===== config.mk =====
export PLATFORM = sky130hd
export DESIGN_NAME = acts_top
export DESIGN_NICKNAME = d
export VERILOG_FILES = /design/src/logic/acts_pkg.sv /design/src/logic/acts_top.sv /design/src/logic/acts_clip.sv
export SDC_FILE = /design/constraint.sdc
export NUM_CORES = 1
export LEC_CHECK = 0
export BUFFER_PORTS_ARGS = -buffer_cell sky130_fd_sc_hd__buf_4
export CORE_ASPECT_RATIO = 1.1
export CORE_UTILIZATION = 50
export CTS_CLUSTER_SIZE = 24
export DETAILED_ROUTE_END_ITERATION = 16
export GPL_ROUTABILITY_DRIVEN = 1
export PLACE_DENSITY = 0.79
export SLEW_MARGIN = 10
export SYNTH_ARGS = -nofsm -noshare
export SYNTH_HDL_FRONTEND = slang
export SYNTH_SLANG_ARGS = --single-unit

===== constraint.sdc =====
create_clock -name clk -period 3.9 [get_ports clk]
set_input_delay 0.195 -clock clk [delete_from_list [all_inputs] [get_ports clk]]
set_output_delay 0.195 -clock clk [all_outputs]
set_load 0.1 [all_outputs]

===== src/logic/acts_pkg.sv =====
// Shared constants, modes and phases of the conversion timing sequencer.
package acts_pkg;
    localparam int CLK_HZ        = 25_000_000;
    localparam int T_STEP_US     = 2;
    localparam int T_ACQ_MIN_US  = 6;
    localparam int T_CONV_US     = 4;
    localparam int T_SLEEP_US    = 1000;
    localparam int STEP_CYC      = T_STEP_US * (CLK_HZ / 1_000_000);
    localparam int ACQ_MIN_CYC   = T_ACQ_MIN_US * (CLK_HZ / 1_000_000);
    localparam int CONV_CYC      = T_CONV_US * (CLK_HZ / 1_000_000);
    localparam int SLEEP_CYC     = T_SLEEP_US * (CLK_HZ / 1_000_000);
    localparam int CNT_W         = 24;
    localparam int RES_W         = 12;
    localparam int RAW_W         = 14;
    localparam int NUM_CH        = 4;

    localparam logic [7:0] ADDR_MODE   = 8'h00;
    localparam logic [7:0] ADDR_TIMING = 8'h04;
    localparam logic [7:0] ADDR_CONFIG = 8'h08;
    localparam logic [7:0] ADDR_STATUS = 8'h0C;
    localparam logic [7:0] ADDR_DATA0  = 8'h10;

    localparam int MODE_LSB   = 0;
    localparam int CHSEL_LSB  = 4;
    localparam int PU_LSB     = 0;
    localparam int ACQ_LSB    = 8;
    localparam int SLP_LSB    = 16;
    localparam int MULT8_BIT  = 20;
    localparam int DIV4_BIT   = 21;
    localparam int PWREN_BIT  = 0;
    localparam int MUXGND_BIT = 1;
    localparam int INTEN_BIT  = 2;
    localparam int BUSY_BIT   = 0;
    localparam int EVENT_BIT  = 1;
    localparam int CURCH_LSB  = 4;
    localparam int SADDR_LSB  = 8;

    localparam logic [31:0] TIMING_RST = 32'h0000_0000;
    localparam logic [2:0]  CONFIG_RST = 3'h0;
    localparam logic [6:0]  SER_ADDR_BASE = 7'h48;

    localparam logic [3:0] MODE_IDLE     = 4'h0;
    localparam logic [3:0] MODE_AWAKE    = 4'h1;
    localparam logic [3:0] MODE_MSINGLE  = 4'h2;
    localparam logic [3:0] MODE_MSCAN    = 4'h3;
    localparam logic [3:0] MODE_ASINGLE  = 4'h4;
    localparam logic [3:0] MODE_ASCAN    = 4'h5;
    localparam logic [3:0] MODE_ASINGLE_S = 4'h6;
    localparam logic [3:0] MODE_ASCAN_S  = 4'h7;
    localparam logic [3:0] MODE_BURST_S  = 4'h8;

    typedef enum logic [2:0] {
        PH_IDLE,
        PH_AWAKE,
        PH_POWERUP,
        PH_ACQUIRE,
        PH_CONVERT,
        PH_SLEEP
    } acts_phase_t;
endpackage


===== src/logic/acts_top.sv =====
// Conversion timing sequencer with APB registers and per-channel results.
`timescale 1ns/100ps
module acts_top
    import acts_pkg::*;
#(
    parameter int SLEEP_UNIT_CYC = SLEEP_CYC
) (
    input  wire logic                   clk,
    input  wire logic                   rst_b,
    input  wire logic                   psel,
    input  wire logic                   penable,
    input  wire logic                   pwrite,
    input  wire logic [7:0]             paddr,
    input  wire logic [31:0]            pwdata,
    output logic                        pready,
    output logic [31:0]                 prdata,
    output logic                        pslverr,
    input  wire logic                   bus_addr_select_pin,
    input  wire logic signed [RAW_W-1:0] conv_raw,
    output logic                        int_b,
    output logic                        ext_amp_power_ctl,
    output logic                        selector_to_ground,
    output logic [1:0]                  selector_channel,
    output logic                        sample_connect,
    output logic                        converting
);
    acts_phase_t         phase_q;
    logic [3:0]          mode_q;
    logic [1:0]          ch_q;
    logic [1:0]          scan_cnt_q;
    logic [CNT_W-1:0]    cnt_q;
    logic                pu_needed_q;
    logic [31:0]         timing_q;
    logic [2:0]          config_q;
    logic                event_q;
    logic [RES_W-1:0]    data_q [NUM_CH];
    logic                sel_meta_q;
    logic                sel_sync_q;
    logic [RES_W-1:0]    clip_code;
    logic                wr_acc;
    logic                rd_acc;
    logic                mode_wr;
    logic                status_rd;
    logic                conv_end;
    logic [CNT_W-1:0]    pu_len;
    logic [CNT_W-1:0]    acq_len;
    logic [CNT_W-1:0]    slp_len;
    logic                scan_mode;
    logic                last_of_scan;
    logic [31:0]         rd_word;
    logic                rd_ok;

    // The clipped code is taken in the last convert cycle, when the word
    // from the analog side has settled.
    acts_clip u_clip (
        .raw  (conv_raw),
        .code (clip_code)
    );

    // A write lands at the edge where the master samples pready high, so a
    // stalled transfer never changes a register. A read is looked up one
    // edge earlier, in its first access cycle, so that the registered read
    // data stands together with pready.
    assign wr_acc    = psel & penable & pwrite & pready;
    assign rd_acc    = psel & penable & ~pwrite & ~pready;
    assign mode_wr   = wr_acc & (paddr == ADDR_MODE);
    assign status_rd = rd_acc & (paddr == ADDR_STATUS);
    assign conv_end  = (phase_q == PH_CONVERT) && (cnt_q == '0);

    // Interval lengths in clock cycles, each loaded as length minus one.
    // Limitation: the sleep unit times sixty-four must fit in CNT_W bits,
    // or the longest times-eight sleep wraps to a short one.
    always_comb begin
        logic [CNT_W-1:0] base;
        base    = CNT_W'(SLEEP_UNIT_CYC)
                  * CNT_W'(timing_q[SLP_LSB +: 3] + 4'h1);
        pu_len  = CNT_W'(timing_q[PU_LSB +: 5]) * CNT_W'(STEP_CYC);
        acq_len = CNT_W'(timing_q[ACQ_LSB +: 5]) * CNT_W'(STEP_CYC)
                  + CNT_W'(ACQ_MIN_CYC);
        if (timing_q[MULT8_BIT]) begin
            slp_len = base << 3;
        end else if (timing_q[DIV4_BIT]) begin
            slp_len = base >> 2;
        end else begin
            slp_len = base;
        end
    end

    // Scan modes step the channel after every conversion and wrap from the
    // last channel back to channel 0.
    assign scan_mode = (mode_q == MODE_MSCAN) || (mode_q == MODE_ASCAN)
                       || (mode_q == MODE_ASCAN_S)
                       || (mode_q == MODE_BURST_S);
    assign last_of_scan = (scan_cnt_q == 2'(NUM_CH - 1));

    // Address select pin comes from outside and is synchronised first.
    // The first flip-flop may settle late, so only the second is read.
    always_ff @(posedge clk or negedge rst_b) begin
        if (!rst_b) begin
            sel_meta_q <= 1'b0;
            sel_sync_q <= 1'b0;
        end else begin
            sel_meta_q <= bus_addr_select_pin;
            sel_sync_q <= sel_meta_q;
        end
    end

    // Timing fields are read again at each phase start, so a timing write
    // in mid-phase only changes the phases that begin after it.
    always_ff @(posedge clk or negedge rst_b) begin
        if (!rst_b) begin
            timing_q <= TIMING_RST;
            config_q <= CONFIG_RST;
        end else if (wr_acc && paddr == ADDR_TIMING) begin
            timing_q <= pwdata;
        end else if (wr_acc && paddr == ADDR_CONFIG) begin
            config_q <= pwdata[2:0];
        end
    end

    // Sequencer: every interval is counted on the internal clock.
    // A mode write wins over the running count, so it restarts the sequence
    // at once and cuts short whatever phase was in progress.
    always_ff @(posedge clk or negedge rst_b) begin
        if (!rst_b) begin
            phase_q     <= PH_IDLE;
            mode_q      <= MODE_IDLE;
            ch_q        <= 2'h0;
            scan_cnt_q  <= 2'h0;
            cnt_q       <= '0;
            pu_needed_q <= 1'b1;
        end else if (mode_wr) begin
            mode_q     <= pwdata[MODE_LSB +: 4];
            ch_q       <= pwdata[CHSEL_LSB +: 2];
            scan_cnt_q <= 2'h0;
            case (pwdata[MODE_LSB +: 4])
                MODE_IDLE: begin
                    phase_q     <= PH_IDLE;
                    pu_needed_q <= 1'b1;
                end
                MODE_AWAKE: begin
                    phase_q <= PH_AWAKE;
                end
                default: begin
                    // Power-up only after a stay in idle.
                    if (pu_needed_q && pu_len != '0) begin
                        phase_q <= PH_POWERUP;
                        cnt_q   <= pu_len - 1'b1;
                    end else begin
                        phase_q <= PH_ACQUIRE;
                        cnt_q   <= acq_len - 1'b1;
                    end
                    pu_needed_q <= 1'b0;
                end
            endcase
        end else if (cnt_q != '0) begin
            cnt_q <= cnt_q - 1'b1;
        end else begin
            case (phase_q)
                PH_POWERUP: begin
                    phase_q <= PH_ACQUIRE;
                    cnt_q   <= acq_len - 1'b1;
                end
                PH_ACQUIRE: begin
                    phase_q <= PH_CONVERT;
                    cnt_q   <= CNT_W'(CONV_CYC - 1);
                end
                PH_CONVERT: begin
                    if (scan_mode) begin
                        ch_q       <= ch_q + 2'h1;
                        scan_cnt_q <= scan_cnt_q + 2'h1;
                    end
                    case (mode_q)
                        MODE_MSINGLE: begin
                            phase_q <= PH_AWAKE;
                        end
                        MODE_MSCAN: begin
                            phase_q <= last_of_scan ? PH_AWAKE
                                                    : PH_ACQUIRE;
                            cnt_q   <= acq_len - 1'b1;
                        end
                        MODE_ASINGLE_S, MODE_ASCAN_S: begin
                            phase_q <= PH_SLEEP;
                            cnt_q   <= slp_len - 1'b1;
                        end
                        MODE_BURST_S: begin
                            if (last_of_scan) begin
                                phase_q <= PH_SLEEP;
                                cnt_q   <= slp_len - 1'b1;
                            end else begin
                                phase_q <= PH_ACQUIRE;
                                cnt_q   <= acq_len - 1'b1;
                            end
                        end
                        default: begin
                            phase_q <= PH_ACQUIRE;
                            cnt_q   <= acq_len - 1'b1;
                        end
                    endcase
                end
                PH_SLEEP: begin
                    phase_q <= PH_ACQUIRE;
                    cnt_q   <= acq_len - 1'b1;
                end
                default: begin
                    phase_q <= phase_q;
                end
            endcase
        end
    end

    // Each channel owns its result word; results land with no latency.
    generate
        for (genvar i = 0; i < NUM_CH; i++) begin : g_data
            always_ff @(posedge clk or negedge rst_b) begin
                if (!rst_b) begin
                    data_q[i] <= '0;
                end else if (conv_end && ch_q == 2'(i)) begin
                    data_q[i] <= clip_code;
                end
            end
        end
    endgenerate

    // A finishing conversion wins over a status read in the same cycle.
    always_ff @(posedge clk or negedge rst_b) begin
        if (!rst_b) begin
            event_q <= 1'b0;
        end else if (conv_end) begin
            event_q <= 1'b1;
        end else if (status_rd) begin
            event_q <= 1'b0;
        end
    end

    // Pins follow the phase one cycle late; the trade keeps every pin
    // glitch free, straight from a flip-flop.
    always_ff @(posedge clk or negedge rst_b) begin
        if (!rst_b) begin
            int_b              <= 1'b1;
            ext_amp_power_ctl  <= 1'b0;
            selector_to_ground <= 1'b0;
            selector_channel   <= 2'h0;
            sample_connect     <= 1'b0;
            converting         <= 1'b0;
        end else begin
            int_b <= ~(event_q & config_q[INTEN_BIT]);
            ext_amp_power_ctl <= config_q[PWREN_BIT]
                                 && phase_q != PH_IDLE
                                 && phase_q != PH_SLEEP;
            selector_to_ground <= config_q[MUXGND_BIT];
            selector_channel   <= ch_q;
            sample_connect     <= (phase_q == PH_ACQUIRE);
            converting         <= (phase_q == PH_CONVERT);
        end
    end

    // Read lookup: an unknown offset returns zero and flags an error.
    always_comb begin
        rd_word = 32'h0000_0000;
        rd_ok   = 1'b1;
        case (paddr)
            ADDR_MODE: begin
                rd_word[MODE_LSB +: 4]  = mode_q;
                rd_word[CHSEL_LSB +: 2] = ch_q;
            end
            ADDR_TIMING: begin
                rd_word = timing_q;
            end
            ADDR_CONFIG: begin
                rd_word[2:0] = config_q;
            end
            ADDR_STATUS: begin
                rd_word[BUSY_BIT]  = (phase_q != PH_IDLE)
                                     && (phase_q != PH_AWAKE);
                rd_word[EVENT_BIT] = event_q;
                rd_word[CURCH_LSB +: 2] = ch_q;
                rd_word[SADDR_LSB +: 7] = SER_ADDR_BASE
                                          | {6'h00, sel_sync_q};
            end
            default: begin
                if (paddr[7:4] == ADDR_DATA0[7:4] && paddr[1:0] == 2'h0) begin
                    rd_word[RES_W-1:0] = data_q[paddr[3:2]];
                end else begin
                    rd_ok = 1'b0;
                end
            end
        endcase
    end

    // One wait state keeps every bus output straight from a flip-flop.
    always_ff @(posedge clk or negedge rst_b) begin
        if (!rst_b) begin
            pready  <= 1'b0;
            prdata  <= 32'h0000_0000;
            pslverr <= 1'b0;
        end else begin
            pready  <= psel & penable & ~pready;
            prdata  <= rd_acc ? (rd_ok ? rd_word : 32'h0000_0000)
                              : 32'h0000_0000;
            pslverr <= psel & penable & ~pready & ~rd_ok;
        end
    end
endmodule


===== src/logic/acts_clip.sv =====
// Saturating reduction of the raw converter word to a 12-bit code.
`timescale 1ns/100ps
module acts_clip
    import acts_pkg::*;
#(
    parameter int IN_W  = RAW_W,
    parameter int OUT_W = RES_W
) (
    input  wire logic signed [IN_W-1:0] raw,
    output logic        [OUT_W-1:0]     code
);
    localparam logic signed [IN_W-1:0] FULL =
        IN_W'((1 << OUT_W) - 1);

    // Out-of-range inputs hold at the end codes instead of wrapping.
    always_comb begin
        if (raw < 0) begin
            code = '0;
        end else if (raw > FULL) begin
            code = '1;
        end else begin
            code = OUT_W'(raw);
        end
    end
endmodule


==> flow_metrics.tcl <==
set metrics [dict create \
    status "finished, final reports clean" \
    slew_viol_final 0 \
    dieArea_um2 21000 \
    setup_tns_ns 0 \
    crit_path_start_kind "flip-flop" \
    hold_violations 0 \
    cts_tree "yes" \
    power_w 0.00445 \
    yosys.area_share.simple_pct 17.8 \
    required_ns 4.28 \
    remaining_drc_errors 0 \
    final_common_cell "buf_4" \
    synth_nets 1211 \
    cp-startpoint "timing_q[17]$_DFFE_PN0P_" \
    yosys.area_share.xor_xnor_pct 5.48 \
    fin_crit_sh_pct 96.7 \
    multiInputGateArea_um2 6070 \
    final_net_count 1378 \
    mostFrequentLayoutCells "buf_4 (170), dfrtp_1 (158), nand2_1 (143)" \
    power_frac_seq_pct 44.0 \
    dpl_cell_area_um2 11600 \
    firstDrtPassIters 5 \
    gp_congestion 0.941 \
    worstPathArrival_ns 4.15 \
    internal_power_w 0.00305 \
    die_h_um 152 \
    p_leak_nw 6.06 \
    slew_headroom_pct 30.3 \
    coreArea_um2 19900 \
    cts_buffers 17 \
    dp_cells 1454 \
    dr.first_iter.drc_count 711 \
    power.switching_w 0.00140 \
    vias_per_cell 5.95 \
    antenna_left 0 \
    path_cells "ha_4 > xor2_4 > buf_4 > ha_4 > ha_4 > buf_4 > xor2_2 > o311ai_2 > or3_1 > nor4bb_1 > a221oi_1 > buf_4 > nor2b_1 > nand4_2 > nor3_1 > or4_1 > nand3_1" \
    fmax_mhz 265 \
    clock-root-buffer "clkbuf_16" \
    ys.warnings.count 0 \
    synth_compound_area_share_pct 16.9 \
    path_max_fanout 9 \
    p_per_area_nw_per_um2 346 \
    max_stage_delay_ns 0.46 \
    timing.rr.start "timing_q[17]$_DFFE_PN0P_" \
    die_w_um 138 \
    antenna_found_initial 1 \
    dpl.hpwl_um 19200 \
    crit_slowest_cell "dfrtp_2" \
    layout-drive-gt1-share_pct 25.1 \
    post_drt_wl_per_cell_um 18.7 \
    seq_area_um2 4090 \
    final_cell_area_um2 12800 \
    synth_edf_count 0 \
    syn_area_per_cell_um2 9.38 \
    maxCapViolCount 0 \
    h-tree-depth 4 \
    ys_seq_elements 163 \
    fin_crit_ns 3.77 \
    grt_use_total_pct 27.1 \
    setup_viol 0 \
    syn_inst 1088 \
    yosys_most_used_dff "dfrtp_1" \
    drt_wl_total_um 28400 \
    p_clk_share_pct 39.4 \
    fill_cells 1513 \
    switching_share_pct 31.5 \
    insertion_delay_ns 0.44 \
    ir_drop_mv 0.338 \
    synthDistinctLibCells 81 \
    path_clk_slew_ns 0.08 \
    top_level_ports 101 \
    stdcell_count 1521 \
    port_buffers 100 \
    ys_async_sr_fraction_pct 100 \
    rows 54 \
    synth.area.mux_share_pct 8.63 \
    grt_pass1_vias 8950 \
    hold_start "pwdata[30]" \
    cts_sinks 163 \
    skew_ns 0.00889 \
    grt.overflow.total 0 \
    synth_fa_ha_area_share_pct 7.87 \
    grt_first_pass_wirelength_um 45400 \
    synth_top_family_by_area "simple AND/OR/NAND/NOR gates" \
    via_count 9055 \
    tightest_slew_ns 1.05 \
    rrSetupSlack_ns 0.13 \
    p_comb_share_pct 16.6 \
    yosysSeqAreaShare_pct 40.0 \
    hold_path_class "input pin to flip-flop" \
    crit_type "flip-flop to flip-flop" \
    syn_to_final_growth_pct 25.8 \
    worstSetupEndpointType "flip-flop" \
    clk_path_buf_depth 2 \
    synth.cell_area_um2 10200 \
    grt_max_degree 111 \
    reg2regPathDepth 17 \
    whs_path_depth 2 \
    start_util_pct 51.2 \
]
==> kinds of logic after synthesis <==
family	count (synthesis)
simple gates	368
xor+xnor	60
fa+ha+maj	63
buf+inv	91
flops	163
mux	69
compound gates	274
==> metrics by stage <==
stage / setup WS, ns / hold slack, ns / util, %
2_1_floorplan: 0.0397 / -0.101 / -
3_3_place_gp: 0.0394 / 0.307 / 58.3
3_5_place_dp: -0.0606 / 0.309 / 58.3
4_1_cts: 0.0167 / 0.00119 / 63.1
5_1_grt: -0.0647 / 0.00354 / 64.4
6_report: 0.130 / 0.00392 / 64.4
==> final cells by class <==
| cell class | count | share of cell area [%] |
|---|---|---|
| Sequential cell | 163 | 31.8 |
| Timing Repair Buffer | 202 | 12.5 |
| Antenna cell | 1 | 0.0195 |
| Clock inverter | 15 | 1.52 |
| Clock buffer | 17 | 3.31 |
| Tap cell | 252 | 2.46 |
| Inverter | 37 | 1.09 |
| Multi-Input combinational cell | 834 | 47.2 |
==> layer usage <==
| metal | GRT usage, % | share of wire [%] | vias up |
|---|---|---|---|
| met5 | 0 | 0 | - |
| li1 | - | - | 4236 |
| met3 | 4.16 | 5.3 | 73 |
| met2 | 47.7 | 51 | 365 |
| met1 | 33.5 | 40 | 4381 |
| met4 | 10.1 | 2.8 | 0 |
==> worst max-delay path, delay by kind of cell, from the launching register on <==
family	cells	cell delay [ns]
XOR/XNOR	2	0.39
flip-flops	1	0.46
buffers and inverters	3	0.51
adder cells (fa/ha/maj)	3	0.66
AO/OA/AOI/OAI	2	0.39
AND/OR/NAND/NOR	7	1.28
==> synth_stat cells (all sizes together) (4+ instances only) <==
cell,number,share of area [%]
a21o,4,0.29
a21oi,53,2.7
a221oi,7,0.60
a22oi,7,0.51
a31oi,13,0.80
and2,22,1.3
and3,5,0.31
buf,11,0.47
clkbuf,43,1.6
dfrtp,161,39
ha,61,7.5
inv,35,1.3
mux2,42,4.6
mux2i,16,1.6
mux4,11,2.4
nand2,143,5.3
nand2b,15,0.92
nand3,19,0.93
nand4,12,0.94
nor2,60,2.2
nor2b,14,0.86
nor3,33,1.6
nor3b,6,0.44
nor4,8,0.49
o211ai,9,0.66
o21a,4,0.29
o21ai,112,5.5
o21bai,13,0.96
o221ai,4,0.34
o22a,4,0.34
o22ai,6,0.37
o31ai,4,0.29
or2,8,0.49
or3,5,0.31
or4,7,0.51
xnor2,35,3.0
xor2,24,2.2
==> registers in the layout, indices dropped and copies added (netlist names) <==
name and flops:
sample_connect 1, mode_q 4, converting 1, ch_q 2
scan_cnt_q 2, selector_to_ground 1, sel_sync_q 1, pu_needed_q 1
selector_channel 2, event_q 1, pslverr 1, int_b 1
pready 1, sel_meta_q 1, ext_amp_power_ctl 1, prdata 32
cnt_q 24, data_q 48, timing_q 32, config_q 3
phase_q 3
==> power by group through the flow <==
stage | sequential [W] | clock, W | combinational [W]
finish | 0.00196 | 0.00175 | 0.000737
detailed placement | 0.00199 | 0 | 0.000691
global route | 0.00198 | 0.00182 | 0.000805
floorplan | 0.00200 | 0 | 0.000418
CTS | 0.00195 | 0.00176 | 0.000723
global placement | 0.00198 | 0 | 0.000678
==> timing repair <==
action / in CTS / in global routing
endpoints found under the setup margin: 7 / 19
endpoints found under the hold margin: 134 / 0
buffers inserted: 3 / 3
pin swaps: 3 / 12
gates resized for setup: 7 / 38
hold buffers: 28 / 0
==> final timing paths <==
| path | end |
|---|---|
| worst min-delay path | timing_q[30]$_DFFE_PN0P_ |
| worst max register to register | cnt_q[20]$_DFFE_PN0P_ |
| worst min register to register | sel_sync_q$_DFF_PN0_ |
| max in group asynchronous | timing_q[17]$_DFFE_PN0P_ |
| min in group asynchronous | sample_connect$_DFF_PN0_ |
| worst max-delay path | cnt_q[20]$_DFFE_PN0P_ |
Power figures use the tool's default switching activity.
